**src/verilog/flash_consts.svh**
```systemverilog
// timing constants for the flash link ends
`ifndef FLASH_CONSTS_SVH
`define FLASH_CONSTS_SVH

`define FL_CLK_NS 40
`define FL_LINK_NS 80
`define FL_PU_NS 300000
`define FL_RS_NS 50
`define FL_RPH_NS 35000
`define FL_RP_NS 200
`define FL_RH_NS 50
`define FL_CS_RD_NS 10
`define FL_CS_PE_NS 50

`define FL_CEIL(a, b) (((a) + (b) - 1) / (b))
`define FL_DEV_PU_CYC (`FL_PU_NS / `FL_LINK_NS)
`define FL_DEV_RPH_CYC `FL_CEIL(`FL_RPH_NS, `FL_LINK_NS)
`define FL_HOST_PU_CYC `FL_CEIL(`FL_PU_NS, `FL_CLK_NS)
`define FL_HOST_RPH_CYC `FL_CEIL(`FL_RPH_NS, `FL_CLK_NS)
`define FL_HOST_RP_CYC `FL_CEIL(`FL_RP_NS, `FL_CLK_NS)
`define FL_HOST_RH_CYC `FL_CEIL(`FL_RH_NS, `FL_CLK_NS)
`define FL_HOST_RS_CYC `FL_CEIL(`FL_RS_NS, `FL_CLK_NS)
`define FL_HOST_CSRD_CYC `FL_CEIL(`FL_CS_RD_NS, `FL_CLK_NS)
`define FL_HOST_CSPE_CYC `FL_CEIL(`FL_CS_PE_NS, `FL_CLK_NS)

`define FL_MHZ_READ 8'h32
`define FL_MHZ_SINGLE 8'h85
`define FL_MHZ_MULTI 8'h68
`define FL_MHZ_QPP 8'h50
`define FL_SCK_MHZ (1000 / `FL_LINK_NS)

`define FL_CNT_W 13
`define FL_LAST_BIT 3'h7

`endif

```
**src/verilog/flash_pkg.sv**
```systemverilog
// types shared by the flash link ends
package flash_pkg;

  typedef enum logic [2:0] {
    D_OFF   = 3'b000,
    D_COLD  = 3'b001,
    D_READY = 3'b011,
    D_WARM  = 3'b010,
    D_HELD  = 3'b111
  } dev_state_t;

  typedef enum logic [3:0] {
    H_PWR   = 4'b0000,
    H_PU    = 4'b0001,
    H_RHOLD = 4'b0011,
    H_IDLE  = 4'b0010,
    H_XFER  = 4'b0110,
    H_GAP   = 4'b0111,
    H_RLOW  = 4'b1011
  } host_state_t;

  typedef enum logic [2:0] {
    K_READ       = 3'b000,
    K_SINGLE     = 3'b001,
    K_MULTI_READ = 3'b010,
    K_QPP        = 3'b011,
    K_PROG_ERASE = 3'b100
  } cmd_kind_t;

  typedef struct packed {
    dev_state_t  state;
    logic [12:0] cnt;
    logic        sup_m;
    logic        sup_s;
    logic        flt_m;
    logic        flt_s;
    logic        rs_m;
    logic        rs_s;
    logic        rs_d;
    logic        por_bad;
    logic [7:0]  sh;
    logic [2:0]  bitn;
    logic [7:0]  rx_byte;
    logic        rx_valid;
    logic        so;
    logic        so_oe;
    logic        ready;
    logic        in_reset;
  } dev_regs_t;

  typedef struct packed {
    host_state_t state;
    logic [12:0] cnt;
    logic [1:0]  rs_age;
    logic        sup_m;
    logic        sup_s;
    logic        so_m;
    logic        so_s;
    logic        sck;
    logic        cs_n;
    logic        restart_n;
    logic        si;
    logic        rq_reset;
    logic        rq_cmd;
    cmd_kind_t   kind;
    logic [7:0]  tx;
    logic [7:0]  rx;
    logic [2:0]  bitn;
    logic [7:0]  rx_byte;
    logic        done;
    logic        refused;
    logic        ready;
  } host_regs_t;

endpackage : flash_pkg

```
**src/verilog/flash_link_if.sv**
```systemverilog
// serial link between host controller and flash device
`timescale 1ns/100ps
interface flash_link_if;
  logic sck;
  logic cs_n;
  logic restart_n;
  logic si;
  logic so;
  logic so_oe;
  logic so_line;

  // released line shows its pull-up level
  assign so_line = so_oe ? so : 1'b1;

  modport dev (
    input  sck,
    input  cs_n,
    input  restart_n,
    input  si,
    output so,
    output so_oe
  );

  modport host (
    output sck,
    output cs_n,
    output restart_n,
    output si,
    input  so,
    input  so_oe
  );
endinterface : flash_link_if

```
**src/verilog/flash_host_end.sv**
```systemverilog
// host end: power-up wait, warm restart pulses and byte transfers
`timescale 1ns/100ps
`include "flash_consts.svh"
module flash_host_end #(
  parameter int unsigned PU_CYC = `FL_HOST_PU_CYC
) (
  input  wire logic                clk,
  input  wire logic                rst,
  flash_link_if.host               link,
  input  wire logic                supply_up,
  input  wire logic                reset_req,
  input  wire logic                cmd_req,
  input  wire flash_pkg::cmd_kind_t cmd_kind,
  input  wire logic [7:0]          cmd_byte,
  output logic                     host_ready,
  output logic                     cmd_done,
  output logic                     cmd_refused,
  output logic [7:0]               rx_byte
);
  import flash_pkg::*;

  host_regs_t  s;
  host_regs_t  next_s;
  logic        tick;
  logic [12:0] gap;

  function automatic logic [7:0] max_mhz(input cmd_kind_t k);
    logic [7:0] m;
    m = `FL_MHZ_SINGLE;
    case (k)
      K_READ:       m = `FL_MHZ_READ;
      K_MULTI_READ: m = `FL_MHZ_MULTI;
      K_QPP:        m = `FL_MHZ_QPP;
      default:      m = `FL_MHZ_SINGLE;
    endcase
    return m;
  endfunction : max_mhz

  always_comb begin
    next_s = s;
    next_s.sup_m = supply_up;
    next_s.sup_s = s.sup_m;
    next_s.so_m = link.so_oe ? link.so : 1'b1;
    next_s.so_s = s.so_m;
    next_s.sck = ~s.sck;
    next_s.done = 1'b0;
    next_s.refused = 1'b0;
    tick = s.sck;
    gap = (s.kind == K_PROG_ERASE || s.kind == K_QPP)
          ? 13'(`FL_HOST_CSPE_CYC) : 13'(`FL_HOST_CSRD_CYC);
    if (reset_req) begin
      next_s.rq_reset = 1'b1;
    end
    if (cmd_req && !s.rq_cmd) begin
      next_s.rq_cmd = 1'b1;
      next_s.kind = cmd_kind;
      next_s.tx = cmd_byte;
    end
    if (s.restart_n && s.rs_age != 2'h3) begin
      next_s.rs_age = s.rs_age + 2'h1;
    end
    case (s.state)
      H_PWR: begin
        next_s.cs_n = 1'b1;
        next_s.restart_n = 1'b0;
        next_s.rs_age = '0;
        next_s.cnt = '0;
        if (s.sup_s && tick) begin
          next_s.state = H_PU;
        end
      end
      H_PU: begin
        next_s.cs_n = 1'b1;
        if (s.cnt < 13'(PU_CYC - 1)) begin
          next_s.cnt = s.cnt + 13'h0001;
        end else if (tick) begin
          next_s.restart_n = 1'b1;
          next_s.state = H_RHOLD;
          next_s.cnt = '0;
        end
      end
      H_RHOLD: begin
        next_s.cs_n = 1'b1;
        if (s.cnt < 13'(`FL_HOST_RH_CYC - 1)) begin
          next_s.cnt = s.cnt + 13'h0001;
        end else if (tick) begin
          next_s.state = H_IDLE;
          next_s.cnt = '0;
        end
      end
      H_IDLE: begin
        next_s.cs_n = 1'b1;
        if (tick && s.rq_reset
            && s.rs_age >= 2'(`FL_HOST_RS_CYC)) begin
          next_s.rq_reset = 1'b0;
          next_s.restart_n = 1'b0;
          next_s.rs_age = '0;
          next_s.cnt = '0;
          next_s.state = H_RLOW;
        end else if (tick && s.rq_cmd) begin
          next_s.rq_cmd = 1'b0;
          if (max_mhz(s.kind) < 8'(`FL_SCK_MHZ)) begin
            next_s.refused = 1'b1;
          end else begin
            next_s.cs_n = 1'b0;
            next_s.si = s.tx[7];
            next_s.tx = {s.tx[6:0], 1'b0};
            next_s.bitn = '0;
            next_s.state = H_XFER;
          end
        end
      end
      H_XFER: begin
        if (!tick) begin
          next_s.rx = {s.rx[6:0], s.so_s};
        end else if (s.bitn == `FL_LAST_BIT) begin
          next_s.cs_n = 1'b1;
          next_s.rx_byte = s.rx;
          next_s.done = 1'b1;
          next_s.cnt = '0;
          next_s.state = H_GAP;
        end else begin
          next_s.si = s.tx[7];
          next_s.tx = {s.tx[6:0], 1'b0};
          next_s.bitn = s.bitn + 3'h1;
        end
      end
      H_GAP: begin
        next_s.cs_n = 1'b1;
        if (s.cnt < gap - 13'h0001) begin
          next_s.cnt = s.cnt + 13'h0001;
        end else if (tick) begin
          next_s.state = H_IDLE;
          next_s.cnt = '0;
        end
      end
      H_RLOW: begin
        next_s.cs_n = 1'b1;
        if (s.cnt < 13'(`FL_HOST_RPH_CYC - `FL_HOST_RH_CYC - 1)
            || s.cnt < 13'(`FL_HOST_RP_CYC - 1)) begin
          next_s.cnt = s.cnt + 13'h0001;
        end else if (tick) begin
          next_s.restart_n = 1'b1;
          next_s.cnt = '0;
          next_s.state = H_RHOLD;
        end
      end
      default: begin
        next_s.state = H_PWR;
      end
    endcase
    if (!s.sup_s && s.state != H_PWR) begin
      next_s.state = H_PWR;
      next_s.cs_n = 1'b1;
      next_s.restart_n = 1'b0;
      next_s.rq_cmd = 1'b0;
      next_s.rq_reset = 1'b0;
    end
    next_s.ready = (next_s.state == H_IDLE);
  end

  always_ff @(posedge clk or posedge rst) begin
    if (rst) begin
      s <= '{state: H_PWR, kind: K_READ, cs_n: 1'b1, so_m: 1'b1, so_s: 1'b1,
             default: '0};
    end else begin
      s <= next_s;
    end
  end

  assign link.sck = s.sck;
  assign link.cs_n = s.cs_n;
  assign link.restart_n = s.restart_n;
  assign link.si = s.si;
  assign host_ready = s.ready;
  assign cmd_done = s.done;
  assign cmd_refused = s.refused;
  assign rx_byte = s.rx_byte;
endmodule : flash_host_end

```
**src/flat_wrapper.sv**
```systemverilog
// flat-port wrapper written by rule: the top's interface ports become plain ports
module flash_host_end_flat import flash_pkg::*;
#(
  parameter int unsigned PU_CYC = `FL_HOST_PU_CYC
)
  (clk, rst, supply_up, reset_req, cmd_req, cmd_kind, cmd_byte, host_ready, cmd_done, cmd_refused, rx_byte, link_sck, link_cs_n, link_restart_n, link_si, link_so, link_so_oe);
  flash_link_if link_i ();
  input  wire logic clk;
  input  wire logic rst;
  input  wire logic supply_up;
  input  wire logic reset_req;
  input  wire logic cmd_req;
  input  wire flash_pkg::cmd_kind_t cmd_kind;
  input  wire logic [7:0] cmd_byte;
  output logic host_ready;
  output logic cmd_done;
  output logic cmd_refused;
  output logic [7:0] rx_byte;
  output wire logic [$bits(link_i.sck)-1:0] link_sck;
  output wire logic [$bits(link_i.cs_n)-1:0] link_cs_n;
  output wire logic [$bits(link_i.restart_n)-1:0] link_restart_n;
  output wire logic [$bits(link_i.si)-1:0] link_si;
  input wire logic [$bits(link_i.so)-1:0] link_so;
  input wire logic [$bits(link_i.so_oe)-1:0] link_so_oe;
  assign link_sck = link_i.sck;
  assign link_cs_n = link_i.cs_n;
  assign link_restart_n = link_i.restart_n;
  assign link_si = link_i.si;
  assign link_i.so = link_so;
  assign link_i.so_oe = link_so_oe;
  flash_host_end #(.PU_CYC(PU_CYC)) u_core (.clk(clk), .rst(rst), .link(link_i), .supply_up(supply_up), .reset_req(reset_req), .cmd_req(cmd_req), .cmd_kind(cmd_kind), .cmd_byte(cmd_byte), .host_ready(host_ready), .cmd_done(cmd_done), .cmd_refused(cmd_refused), .rx_byte(rx_byte));
endmodule
```
**config.mk**
```make
export PLATFORM = sky130hd
export DESIGN_NAME = flash_host_end_flat
export DESIGN_NICKNAME = d
export VERILOG_FILES = /design/src/verilog/flash_pkg.sv /design/src/verilog/flash_link_if.sv /design/src/verilog/flash_host_end.sv /design/src/flat_wrapper.sv
export VERILOG_INCLUDE_DIRS = /design/src /design/src/verilog
export SDC_FILE = /design/constraint.sdc
export NUM_CORES = 1
export LEC_CHECK = 0
export ABC_AREA = 1
export BUFFER_PORTS_ARGS = -buffer_cell sky130_fd_sc_hd__buf_2
export CORE_MARGIN = 5
export CORE_UTILIZATION = 49
export DETAILED_ROUTE_END_ITERATION = 10
export PLACE_DENSITY = 0.67
export SYNTH_ARGS = -nofsm -noshare
export SYNTH_HDL_FRONTEND = slang
export SYNTH_SLANG_ARGS = --single-unit
```
**constraint.sdc**
```tcl
create_clock -name clk -period 2.1 [get_ports clk]
set_input_delay 0.42 -clock clk [delete_from_list [all_inputs] [get_ports clk]]
set_output_delay 0.42 -clock clk [all_outputs]
set_load 0.05 [all_outputs]
```
==> results.tsv <==
metric	value	unit
cts repair resizes	0	
Ant. Diodes	0	
Final period util	89.54	%
CP Data Required Time	2.37	ns
worst path cell trace	ha_1 -> ha_1 -> o31ai_4 -> nand3_1 -> o21ai_1	
Post-Route WL	9418	µm
clk_lat worst skew	0.35	ns
dpl hpwl	6634	µm
vias in the first global route	3546	
#FFs+latches synth	62	
most used cell, CP	ha_1	
Primary FF master, synth	dfrtp_1	
Post-DRT Antenna Nets	0	
first-pass GRT wire length	16220	µm
startpoint types	flip-flop	
pwr dens	827.5	nW/µm²
clk_skew	0.01807	ns
unrepaired setup endpoints after global routing	false	
top cell type's share of synthesized area	37.82	%
fin. max-slew vios	0	
Crit-path slowest cell	o31ai_4	
largest net degree at the start of global routing	63	
DIE HEIGHT	99.26	µm
Starting Density	50.52	%
CP max stage delay	0.71	ns
synth cell count leaders	nand2_1, nor2_1, nand3_1, dfrtp_1, inv_1	
count leader, synth	nand2_1	
Synth Net Count	582	
fin util	56.02	%
Pre-antenna DRT Iters	5	
worst slew pin tran	0.8134	ns
highest clock rate	531.8	MHz
max-cap viol count	0	
DRT iter0 DRCs	226	
worst hold slack	0.1320	ns
number of CTS-inserted buffers	9	
Mapped Area	3904	µm²
Avg WL per Cell	13.63	µm
total grt overflow	0	
I/O Pins	33	
Die ar.	9852	µm²
leading area contributor after synthesis	dfrtp_1	
Post-DP Area	4098	µm²
Slew HR	45.77	%
# setup viols final	0	
crit-path max FO	23	
# DRC	0	
cell count after synthesis	559	
Post-CTS Setup Repair Bufs	0	
Final Hold Viols	0	
Vias/cell	5.259	
number of synthesized flops with an enable pin	0	
syn avg cell area	6.983	µm²
total power	3.582	mW
GPL Wtd Cong	0.8701	
clock-pin slew on the worst setup and hold paths	0.08	ns
row cnt	32	
Setup TNS Final	0	ns
outcome	completed	
crit path kind	flip-flop to flip-flop	
Hold Path Class	input port to asynchronous set/reset pin	
Seq/Total Area, Yosys	39.84	%
design area	4329	µm²
top cells by area, synth	dfrtp_1, nand2_1, nand3_1	
Synth warnings	0	
crit path time final	1.880	ns
synth-to-layout area growth	10.90	%
root buffer cell	clkbuf_8	
Die X-Extent	99.26	µm
peak supply drop	591.5	µV
Total Routing Usage GR	20.27	%
layout net count	607	
number of H-tree levels	3	
Worst EP arrival	2.15	ns
clock buffer depth	2	
CTS tree	yes	
post-synth cell types	39	
cts-stage hold buffer count	0	
initial antenna violation count	0	
CORE AREA	7727	µm²
Synth async-reset ratio	100.0	%
vias	3634	
clk sink count	62	
CP Capture Type	flip-flop	
leakage power	2.220	nW
Buffers on Ports	32	
layout cells sized above 1	14.60	%
per-layer routing:
layer  up-vias  global-route usage [%]  wire [µm]
met5         -                       0          0
met4         0                   8.613        297
met3        25                   4.628        499
met2       113                   32.64       4457
met1      1670                   26.22       4163
li1       1826                       -          -
layout by cell type (no fill, tap or decap), types with 2 or more instances in the layout:
| cell | n |
|---|---|
| dfstp_2 | 3 |
| nor2_2 | 3 |
| bufinv_16 | 2 |
| nand4_1 | 8 |
| inv_1 | 54 |
| nand2_2 | 4 |
| a21oi_1 | 14 |
| nor2_1 | 68 |
| nand2_1 | 166 |
| nand3_1 | 65 |
| xor2_1 | 4 |
| mux2i_1 | 7 |
| dfrtp_1 | 59 |
| nor3_1 | 5 |
| o21ai_1 | 20 |
| ha_1 | 5 |
| clkbuf_8 | 9 |
| a21boi_0 | 2 |
| mux2_2 | 2 |
| inv_2 | 8 |
| buf_4 | 10 |
| clkinvlp_4 | 2 |
| o21ai_0 | 18 |
| buf_2 | 32 |
report_power, final:
group / switching (mW) / internal [mW]
logic: 0.539 / 0.322
clock network: 0.515 / 0.672
registers: 0.156 / 1.38
layout make-up:
| type | instances | area (µm²) |
|---|---|---|
| clock buffers | 9 | 123.9 |
| clock inverters | 7 | 97.59 |
| fillers | 716 | 3398 |
| inverters | 62 | 232.7 |
| multi-input cells | 406 | 1937 |
| flip-flops and latches | 62 | 1555 |
| well taps | 102 | 127.6 |
| repair buffers | 43 | 255.2 |
worst max-delay path: cells and delay by family (launching register included):
kind                       cells  cell delay, ns
AOI/OAI and AO/OA              2            0.83
adders and majority gates      2            0.43
DFF                            1            0.38
and+or+nand+nor                1            0.16
kinds of logic (layout without fill, tap and decap cells):
logic type,count (synthesis),count (layout),share of synthesized area [%]
compound gates,59,59,8.398
simple gates,327,327,35.77
buf+inv,91,121,10.80
mux,9,9,2.372
flops,62,62,39.84
xor+xnor,5,5,1.122
fa+ha+maj,5,5,1.603
other cells,1,1,0.09606
path summary, 6_finish.rpt:
check                      cells after the start  slack, ns           endpoint              start
setup reg to reg                               5       0.22       u_core.s[26]       u_core.s[11]
max in group asynchronous                      3       1.67       u_core.s[39]                rst
setup / recovery                               5       0.22       u_core.s[26]       u_core.s[11]
min in group clk                               1       0.18  u_core.next_s[41]          supply_up
hold reg to reg                                0       0.35       u_core.s[41]  u_core.next_s[41]
hold / removal                                 3       0.13       u_core.s[61]                rst
registers in the layout, indices dropped and copies added, names as in the netlist:
register and count:
u_core.s 45, u_core.rx_byte 8, u_core.next_s 2, u_core.cmd_done 1, u_core.cmd_refused 1, u_core.host_ready 1, u_core.link.cs_n 1, u_core.link.restart_n 1
u_core.link.sck 1, u_core.link.si 1
metrics by stage:
| stage | cells | setup slack [ns] |
|---|---|---|
| floorplan | 559 | 0.1436 |
| global placement | 675 | 0.1099 |
| detailed placement | 675 | 0.1108 |
| CTS | 691 | 0.1100 |
| global route | 691 | 0.05860 |
| finish | 691 | 0.2196 |
No activity file was read; power rests on OpenSTA's default activity.
